File: src/logic/emac_pkg.sv
// package: register map, field layout and constants for the monitor/align control bank
package emac_pkg;
  localparam int unsigned ADDR_W = 8;
  localparam int unsigned DATA_W = 8;
  localparam int unsigned SEL_W = 5;
  localparam int unsigned PTR_W = 9;
  localparam logic [7:0] OFS_LB_TXMON = 8'ha8;
  localparam logic [7:0] OFS_RXMON_ALIGN = 8'haa;
  localparam logic [7:0] RST_LB_TXMON = 8'h00;
  localparam logic [7:0] RST_RXMON_ALIGN = 8'h00;
  localparam int unsigned POS_LOOPBACK = 7;
  localparam int unsigned POS_RX_ALIGN = 6;
  localparam int unsigned POS_TX_ALIGN = 5;
  localparam int unsigned POS_SEL_MSB = 4;
  localparam int unsigned POS_SEL_LSB = 0;
  localparam logic [7:0] MASK_LB_TXMON = 8'h9f;
  localparam logic [7:0] MASK_RXMON_ALIGN = 8'h7f;
  localparam int unsigned FRAME_BYTES = 32;
  localparam int unsigned STORE_BYTES = 64;
  localparam logic [PTR_W-1:0] HALF_FRAME = 9'h010;
endpackage

File: src/logic/emac_align_if.sv
// interface: align request and pointer status between register bank and aligner
`timescale 1ns/10ps
interface emac_align_if;
  import emac_pkg::*;
  logic req;
  logic [PTR_W-1:0] wr_ptr;
  logic [PTR_W-1:0] rd_ptr;
  logic force_pulse;
  logic [PTR_W-1:0] force_rd_ptr;
  modport bank (output req, wr_ptr, rd_ptr, input force_pulse, force_rd_ptr);
  modport aligner (input req, wr_ptr, rd_ptr, output force_pulse, force_rd_ptr);
endinterface

File: src/logic/emac_aligner.sv
// edge-triggered elastic store aligner: one per store direction
`timescale 1ns/10ps
module emac_aligner
  import emac_pkg::*;
(
  input wire logic clk_sys,
  input wire logic reset,
  emac_align_if.aligner al
);
  logic req_d_r;
  logic force_r;
  logic [PTR_W-1:0] target_r;
  wire rise = al.req & ~req_d_r;
  wire [PTR_W-1:0] sep = al.wr_ptr - al.rd_ptr;
  wire too_close = sep < HALF_FRAME;
  // read pointer placed half a store behind the writer
  wire [PTR_W-1:0] target = al.wr_ptr - PTR_W'(STORE_BYTES / 2);

  always_ff @(posedge clk_sys)
  begin
    if (reset)
    begin
      req_d_r <= 1'b0;
      force_r <= 1'b0;
      target_r <= '0;
    end
    else
    begin
      req_d_r <= al.req;
      force_r <= rise & too_close;
      target_r <= target;
    end
  end

  // a level held high gives only one edge, so no repeated realign
  assign al.force_pulse = force_r;
  assign al.force_rd_ptr = target_r;
endmodule

File: src/logic/emac_ctrl.sv
// top: loopback/monitor select and elastic store align control registers
`timescale 1ns/10ps
module emac_ctrl
  import emac_pkg::*;
(
  input wire logic clk_sys,
  input wire logic reset,
  input wire logic [ADDR_W-1:0] addr,
  input wire logic [DATA_W-1:0] wdata,
  input wire logic wr_en,
  input wire logic rd_en,
  output logic [DATA_W-1:0] rdata,
  input wire logic [PTR_W-1:0] tx_wr_ptr,
  input wire logic [PTR_W-1:0] tx_rd_ptr,
  input wire logic [PTR_W-1:0] rx_wr_ptr,
  input wire logic [PTR_W-1:0] rx_rd_ptr,
  output logic tx_force_pulse,
  output logic [PTR_W-1:0] tx_force_rd_ptr,
  output logic rx_force_pulse,
  output logic [PTR_W-1:0] rx_force_rd_ptr,
  output logic far_end_loopback_enable,
  output logic [SEL_W-1:0] tx_monitor_select,
  output logic [SEL_W-1:0] rx_monitor_select
);
  logic loopback_r;
  logic [SEL_W-1:0] tx_sel_r;
  logic [SEL_W-1:0] rx_sel_r;
  logic tx_align_r;
  logic rx_align_r;
  logic [DATA_W-1:0] rdata_r;
  logic tx_fp_r;
  logic rx_fp_r;
  logic [PTR_W-1:0] tx_fr_r;
  logic [PTR_W-1:0] rx_fr_r;
  emac_align_if tx_if();
  emac_align_if rx_if();

  // one offset compare shared by the write and the read decode
  function automatic logic reg_hit(
    input logic [ADDR_W-1:0] a,
    input logic [ADDR_W-1:0] ofs
  );
    return a == ofs;
  endfunction

  // both registers keep their channel select in the same low bits
  function automatic logic [SEL_W-1:0] sel_field(
    input logic [DATA_W-1:0] d
  );
    return d[POS_SEL_MSB:POS_SEL_LSB];
  endfunction

  // unassigned bits are not stored, so they read back zero whatever was written
  function automatic logic [DATA_W-1:0] pack_lb(
    input logic lb,
    input logic [SEL_W-1:0] sel
  );
    logic [DATA_W-1:0] v;
    v = '0;
    v[POS_LOOPBACK] = lb;
    v[POS_SEL_MSB:POS_SEL_LSB] = sel;
    return v;
  endfunction

  function automatic logic [DATA_W-1:0] pack_rx(
    input logic rx_al,
    input logic tx_al,
    input logic [SEL_W-1:0] sel
  );
    logic [DATA_W-1:0] v;
    v = '0;
    v[POS_RX_ALIGN] = rx_al;
    v[POS_TX_ALIGN] = tx_al;
    v[POS_SEL_MSB:POS_SEL_LSB] = sel;
    return v;
  endfunction

  wire hit_lb = reg_hit(addr, OFS_LB_TXMON);
  wire hit_rx = reg_hit(addr, OFS_RXMON_ALIGN);
  wire wr_lb = wr_en & hit_lb;
  wire wr_rx = wr_en & hit_rx;
  wire loopback_nxt = wr_lb ? wdata[POS_LOOPBACK] : loopback_r;
  wire [SEL_W-1:0] tx_sel_nxt = wr_lb ? sel_field(wdata) : tx_sel_r;
  wire [SEL_W-1:0] rx_sel_nxt = wr_rx ? sel_field(wdata) : rx_sel_r;
  // align bits are plain levels here; the aligners look for the rising edge
  wire tx_align_nxt = wr_rx ? wdata[POS_TX_ALIGN] : tx_align_r;
  wire rx_align_nxt = wr_rx ? wdata[POS_RX_ALIGN] : rx_align_r;
  wire [DATA_W-1:0] lb_view = pack_lb(loopback_r, tx_sel_r);
  wire [DATA_W-1:0] rx_view = pack_rx(rx_align_r, tx_align_r, rx_sel_r);
  wire [DATA_W-1:0] rd_mux = hit_lb ? lb_view : (hit_rx ? rx_view : 8'h00);
  wire [DATA_W-1:0] rdata_nxt = rd_en ? rd_mux : rdata_r;

  // software must only toggle align once the backplane clocks are stable
  assign tx_if.req = tx_align_r;
  assign rx_if.req = rx_align_r;
  assign tx_if.wr_ptr = tx_wr_ptr;
  assign tx_if.rd_ptr = tx_rd_ptr;
  assign rx_if.wr_ptr = rx_wr_ptr;
  assign rx_if.rd_ptr = rx_rd_ptr;

  emac_aligner u_tx_align (
    .clk_sys(clk_sys),
    .reset(reset),
    .al(tx_if.aligner)
  );
  emac_aligner u_rx_align (
    .clk_sys(clk_sys),
    .reset(reset),
    .al(rx_if.aligner)
  );

  always_ff @(posedge clk_sys)
  begin
    if (reset)
    begin
      loopback_r <= RST_LB_TXMON[POS_LOOPBACK];
    end
    else
    begin
      loopback_r <= loopback_nxt;
    end
  end

  always_ff @(posedge clk_sys)
  begin
    if (reset)
    begin
      tx_sel_r <= sel_field(RST_LB_TXMON);
    end
    else
    begin
      tx_sel_r <= tx_sel_nxt;
    end
  end

  always_ff @(posedge clk_sys)
  begin
    if (reset)
    begin
      rx_sel_r <= sel_field(RST_RXMON_ALIGN);
    end
    else
    begin
      rx_sel_r <= rx_sel_nxt;
    end
  end

  always_ff @(posedge clk_sys)
  begin
    if (reset)
    begin
      tx_align_r <= RST_RXMON_ALIGN[POS_TX_ALIGN];
    end
    else
    begin
      tx_align_r <= tx_align_nxt;
    end
  end

  always_ff @(posedge clk_sys)
  begin
    if (reset)
    begin
      rx_align_r <= RST_RXMON_ALIGN[POS_RX_ALIGN];
    end
    else
    begin
      rx_align_r <= rx_align_nxt;
    end
  end

  always_ff @(posedge clk_sys)
  begin
    if (reset)
    begin
      rdata_r <= 8'h00;
    end
    else
    begin
      rdata_r <= rdata_nxt;
    end
  end

  // extra flop so every output leaves from a register; costs one cycle of latency
  always_ff @(posedge clk_sys)
  begin
    if (reset)
    begin
      tx_fp_r <= 1'b0;
    end
    else
    begin
      tx_fp_r <= tx_if.force_pulse;
    end
  end

  always_ff @(posedge clk_sys)
  begin
    if (reset)
    begin
      rx_fp_r <= 1'b0;
    end
    else
    begin
      rx_fp_r <= rx_if.force_pulse;
    end
  end

  always_ff @(posedge clk_sys)
  begin
    if (reset)
    begin
      tx_fr_r <= '0;
    end
    else
    begin
      tx_fr_r <= tx_if.force_rd_ptr;
    end
  end

  always_ff @(posedge clk_sys)
  begin
    if (reset)
    begin
      rx_fr_r <= '0;
    end
    else
    begin
      rx_fr_r <= rx_if.force_rd_ptr;
    end
  end

  assign rdata = rdata_r;
  assign tx_force_pulse = tx_fp_r;
  assign rx_force_pulse = rx_fp_r;
  assign tx_force_rd_ptr = tx_fr_r;
  assign rx_force_rd_ptr = rx_fr_r;
  assign far_end_loopback_enable = loopback_r;
  assign tx_monitor_select = tx_sel_r;
  assign rx_monitor_select = rx_sel_r;
endmodule

File: config.mk
export PLATFORM = sky130hd
export DESIGN_NAME = emac_ctrl
export DESIGN_NICKNAME = d
export VERILOG_FILES = /design/src/logic/emac_pkg.sv /design/src/logic/emac_align_if.sv /design/src/logic/emac_aligner.sv /design/src/logic/emac_ctrl.sv
export SDC_FILE = /design/constraint.sdc
export NUM_CORES = 1
export LEC_CHECK = 0
export ABC_AREA = 1
export BUFFER_PORTS_ARGS = -buffer_cell sky130_fd_sc_hd__clkbuf_2
export CORE_MARGIN = 2
export CORE_UTILIZATION = 40
export DETAILED_ROUTE_END_ITERATION = 8
export GPL_TIMING_DRIVEN = 0
export PLACE_DENSITY_LB_ADDON = 0.25
export SLEW_MARGIN = 20
export SYNTH_ARGS = -nofsm -noshare
export SYNTH_HDL_FRONTEND = slang
export SYNTH_SLANG_ARGS = --single-unit
File: constraint.sdc
create_clock -name clk_sys -period 1.5 [get_ports clk_sys]
set_input_delay 0.075 -clock clk_sys [delete_from_list [all_inputs] [get_ports clk_sys]]
set_output_delay 0.075 -clock clk_sys [all_outputs]
set_load 0.02 [all_outputs]
==> impl_metrics.csv <==
group,metric,value,unit
outcome,status,"finished, final reports clean",
timing,hold_viol_final,0,
global_routing,grt_pass1_vias,2413,
pwr,peakVddDrop,0.607,mV
pwr,p_per_area,915,nW/um^2
cts,clock-sinks,63,
placed_design,gp_congestion,0.876,
placed_design,io_buffers,93,
placed_design,hpwl,4.86,mm
timing,period_share,0.949,
cts,cts.htree.levels,3,
synth,ys_ff_latch,63,
finish,finalCoreUtilization,0.539,
floorplanning,start_util,0.406,
worst_setup_path,critPathRequiredTime,1.77,ns
finish,num-fill-cells,758,
synth,synth_warnings,0,
worst_setup_path,crit_type,"input port to register",
synth,syn_avg_cell_area,7.02,sq um
floorplanning,pin_count,95,
floorplanning,die-area,7930,sq um
cts,clockBufferDepth,2,
finish,multi_input_area,1320,sq um
finish,antenna_cells,0,
timing,tightest_slew,0.590,ns
synth,synth.distinct_cells,22,
global_routing,grt_pass1_wl,10.4,mm
floorplanning,core,7140,sq um
finish,seqCellArea,1260,sq um
timing,tns,0,ns
global_routing,overflow,0,
cts,clk_pin_slew,0.06,ns
job,cap_violations,0,
pwr,p_leak,2.05,nW
hold_path,hold_path.class,"input port to register",
cts,cts_tree,"done",
finish,layout_common_cells,"clkbuf_2 (93), nand2_1 (92), inv_1 (81)",
timing,finalSetupViolations,0,
finish,area_growth,32.9,%
routing,wl_met1,2.96,mm
synth,synthTopCellsByArea,"dfxtp_1 (44%), nand2_1 (12%), inv_1 (11%)",
timing,max_slew_margin,0.607,
timing,holdWs,0.0154,ns
worst_setup_path,critPathArrivalTime,1.70,ns
global_routing,grt_start_max_net_pins,11,
routing,drc,0,
routing,first_pass_iters,4,
cts,clk_latency,0.34,ns
floorplanning,rows,31,
synth,syn_nets,484,
finish,drive_above_1_share,0.222,
timing,slew_viol_final,0,
timing,fin_crit,1.42,ns
timing,fmax,702,MHz
routing,maxUsedRoutingLayer,"met4",
cts,clockRootBuffer,"clkbuf_8",
routing,num_vias,2795,
synth,synth_largest_area_cell,"dfxtp_1",
routing,drtIter0Drc,62,
routing,avgViaCountPerCell,4.40,
timing,finClkSkew,0.00732,ns
synth,syn_inst,412,
floorplanning,die_w,89.1,um
routing,met2_length,3.16,mm
routing,ant_nets,0,
worst_setup_path,crit_path_max_fanout,3,
global_routing,grt_usage,0.171,
synth,synth_top_area_frac,0.436,
floorplanning,die-height,89.1,um
worst_setup_path,crit_path_start_kind,"input port",
cts,cts_made_buffers,9,
finish,layout_commonest_cell,"clkbuf_2",
synth,yosysSeqAreaShare,0.436,
worst_setup_path,crit_path_end_kind,"register",
routing,wl_met3,348,um
synth,netlist_area,2890,sq um
finish,fin_nets,605,
routing,drt-total-wl,6.56,mm
global_routing,antenna_found_initial,0,
routing,wire_per_inst,10.3,um
kinds of logic (layout without fill, tap and decap cells):
| logic type | count (synthesis) | count (layout) | synth area share |
|---|---|---|---|
| adders and majority gates | 16 | 16 | 0.0692 |
| AOI/OAI and AO/OA | 28 | 28 | 0.0493 |
| xor gates and xnor gates | 6 | 6 | 0.0182 |
| and+or+nand+nor | 206 | 206 | 0.302 |
| buffers and inverters | 93 | 217 | 0.126 |
| DFF | 63 | 63 | 0.436 |
where the power goes:
group	switching, W	internal (W)	total [W]
logic	0.000347	0.000250	0.000597
clock network	0.000598	0.000577	0.00117
registers	0.0000159	0.00173	0.00175
critical path: stages:
cell and delay, ns:
dlygate4sd3_1 0.54, clkbuf_2 0.14, ha_4 0.25, nand2_1 0.08, inv_1 0.06, nand2_1 0.08, nand3_1 0.09, nand2_1 0.07
nand2_1 0.05, nor2_1 0.09, nand3_1 0.07, nor2_1 0.09
path summary, 6_finish.rpt:
path                                       from                         to  slack [ns]  cells after the start
hold reg to reg   u_rx_align.al.force_rd_ptr[3]         rx_force_rd_ptr[3]        0.40                      2
hold / removal                         wdata[3]       rx_monitor_select[3]        0.02                      3
setup reg to reg                     rx_align_r  u_rx_align.al.force_pulse        0.51                      6
setup / recovery                   tx_wr_ptr[3]  u_tx_align.al.force_pulse        0.08                     12
synth_stat cells (all sizes together):
library cell / instances
xor2: 2
o21ai: 3
buf: 7
a21oi: 24
nand4: 2
nor2: 67
ha: 16
xnor2: 4
nor4: 2
nand3b: 1
nor3: 6
nand3: 35
a21o: 1
inv: 82
dfxtp: 63
nand2: 93
clkbuf: 4
per-stage QoR:
stage,area (sq um),worst slack [ns],std cells,total power [W]
final,3850,0.0765,635,0.00352
after global routing,3850,-0.00520,635,0.00374
after CTS,3800,0.0324,635,0.00354
after detailed placement,3480,0.0740,604,0.00233
after global placement,3480,0.0837,604,0.00232
after floorplan,2890,0.318,412,0.00214
state kept, by name, indices dropped and copies added (netlist names), 5 cells and up:
register / cells
tx_force_rd_ptr: 9
tx_monitor_select: 5
rdata: 8
u_tx_align.al.force_rd_ptr: 9
u_rx_align.al.force_rd_ptr: 9
rx_force_rd_ptr: 9
rx_monitor_select: 5
metal layers:
metal,global-route usage,vias up
li1,-,1494
met1,0.206,1229
met2,0.288,64
met3,0.0489,8
met4,0.0665,0
met5,0,-
what timing repair did:
action	CTS	global route
setup buffers	0	0
hold buffers	17	0
setup endpoints to repair	0	2
endpoints found under the hold margin	20	0
gates resized for setup	0	7
layout make-up:
| cell class | instances | area share |
|---|---|---|
| clock buffer | 12 | 0.0351 |
| inverter | 82 | 0.0800 |
| clock inverter | 2 | 0.00260 |
| tap | 99 | 0.0322 |
| multi-input combinational | 256 | 0.342 |
| buffer | 11 | 0.0146 |
| timing repair buffer | 110 | 0.165 |
| sequential | 63 | 0.328 |
Power figures use the tool's default switching activity.
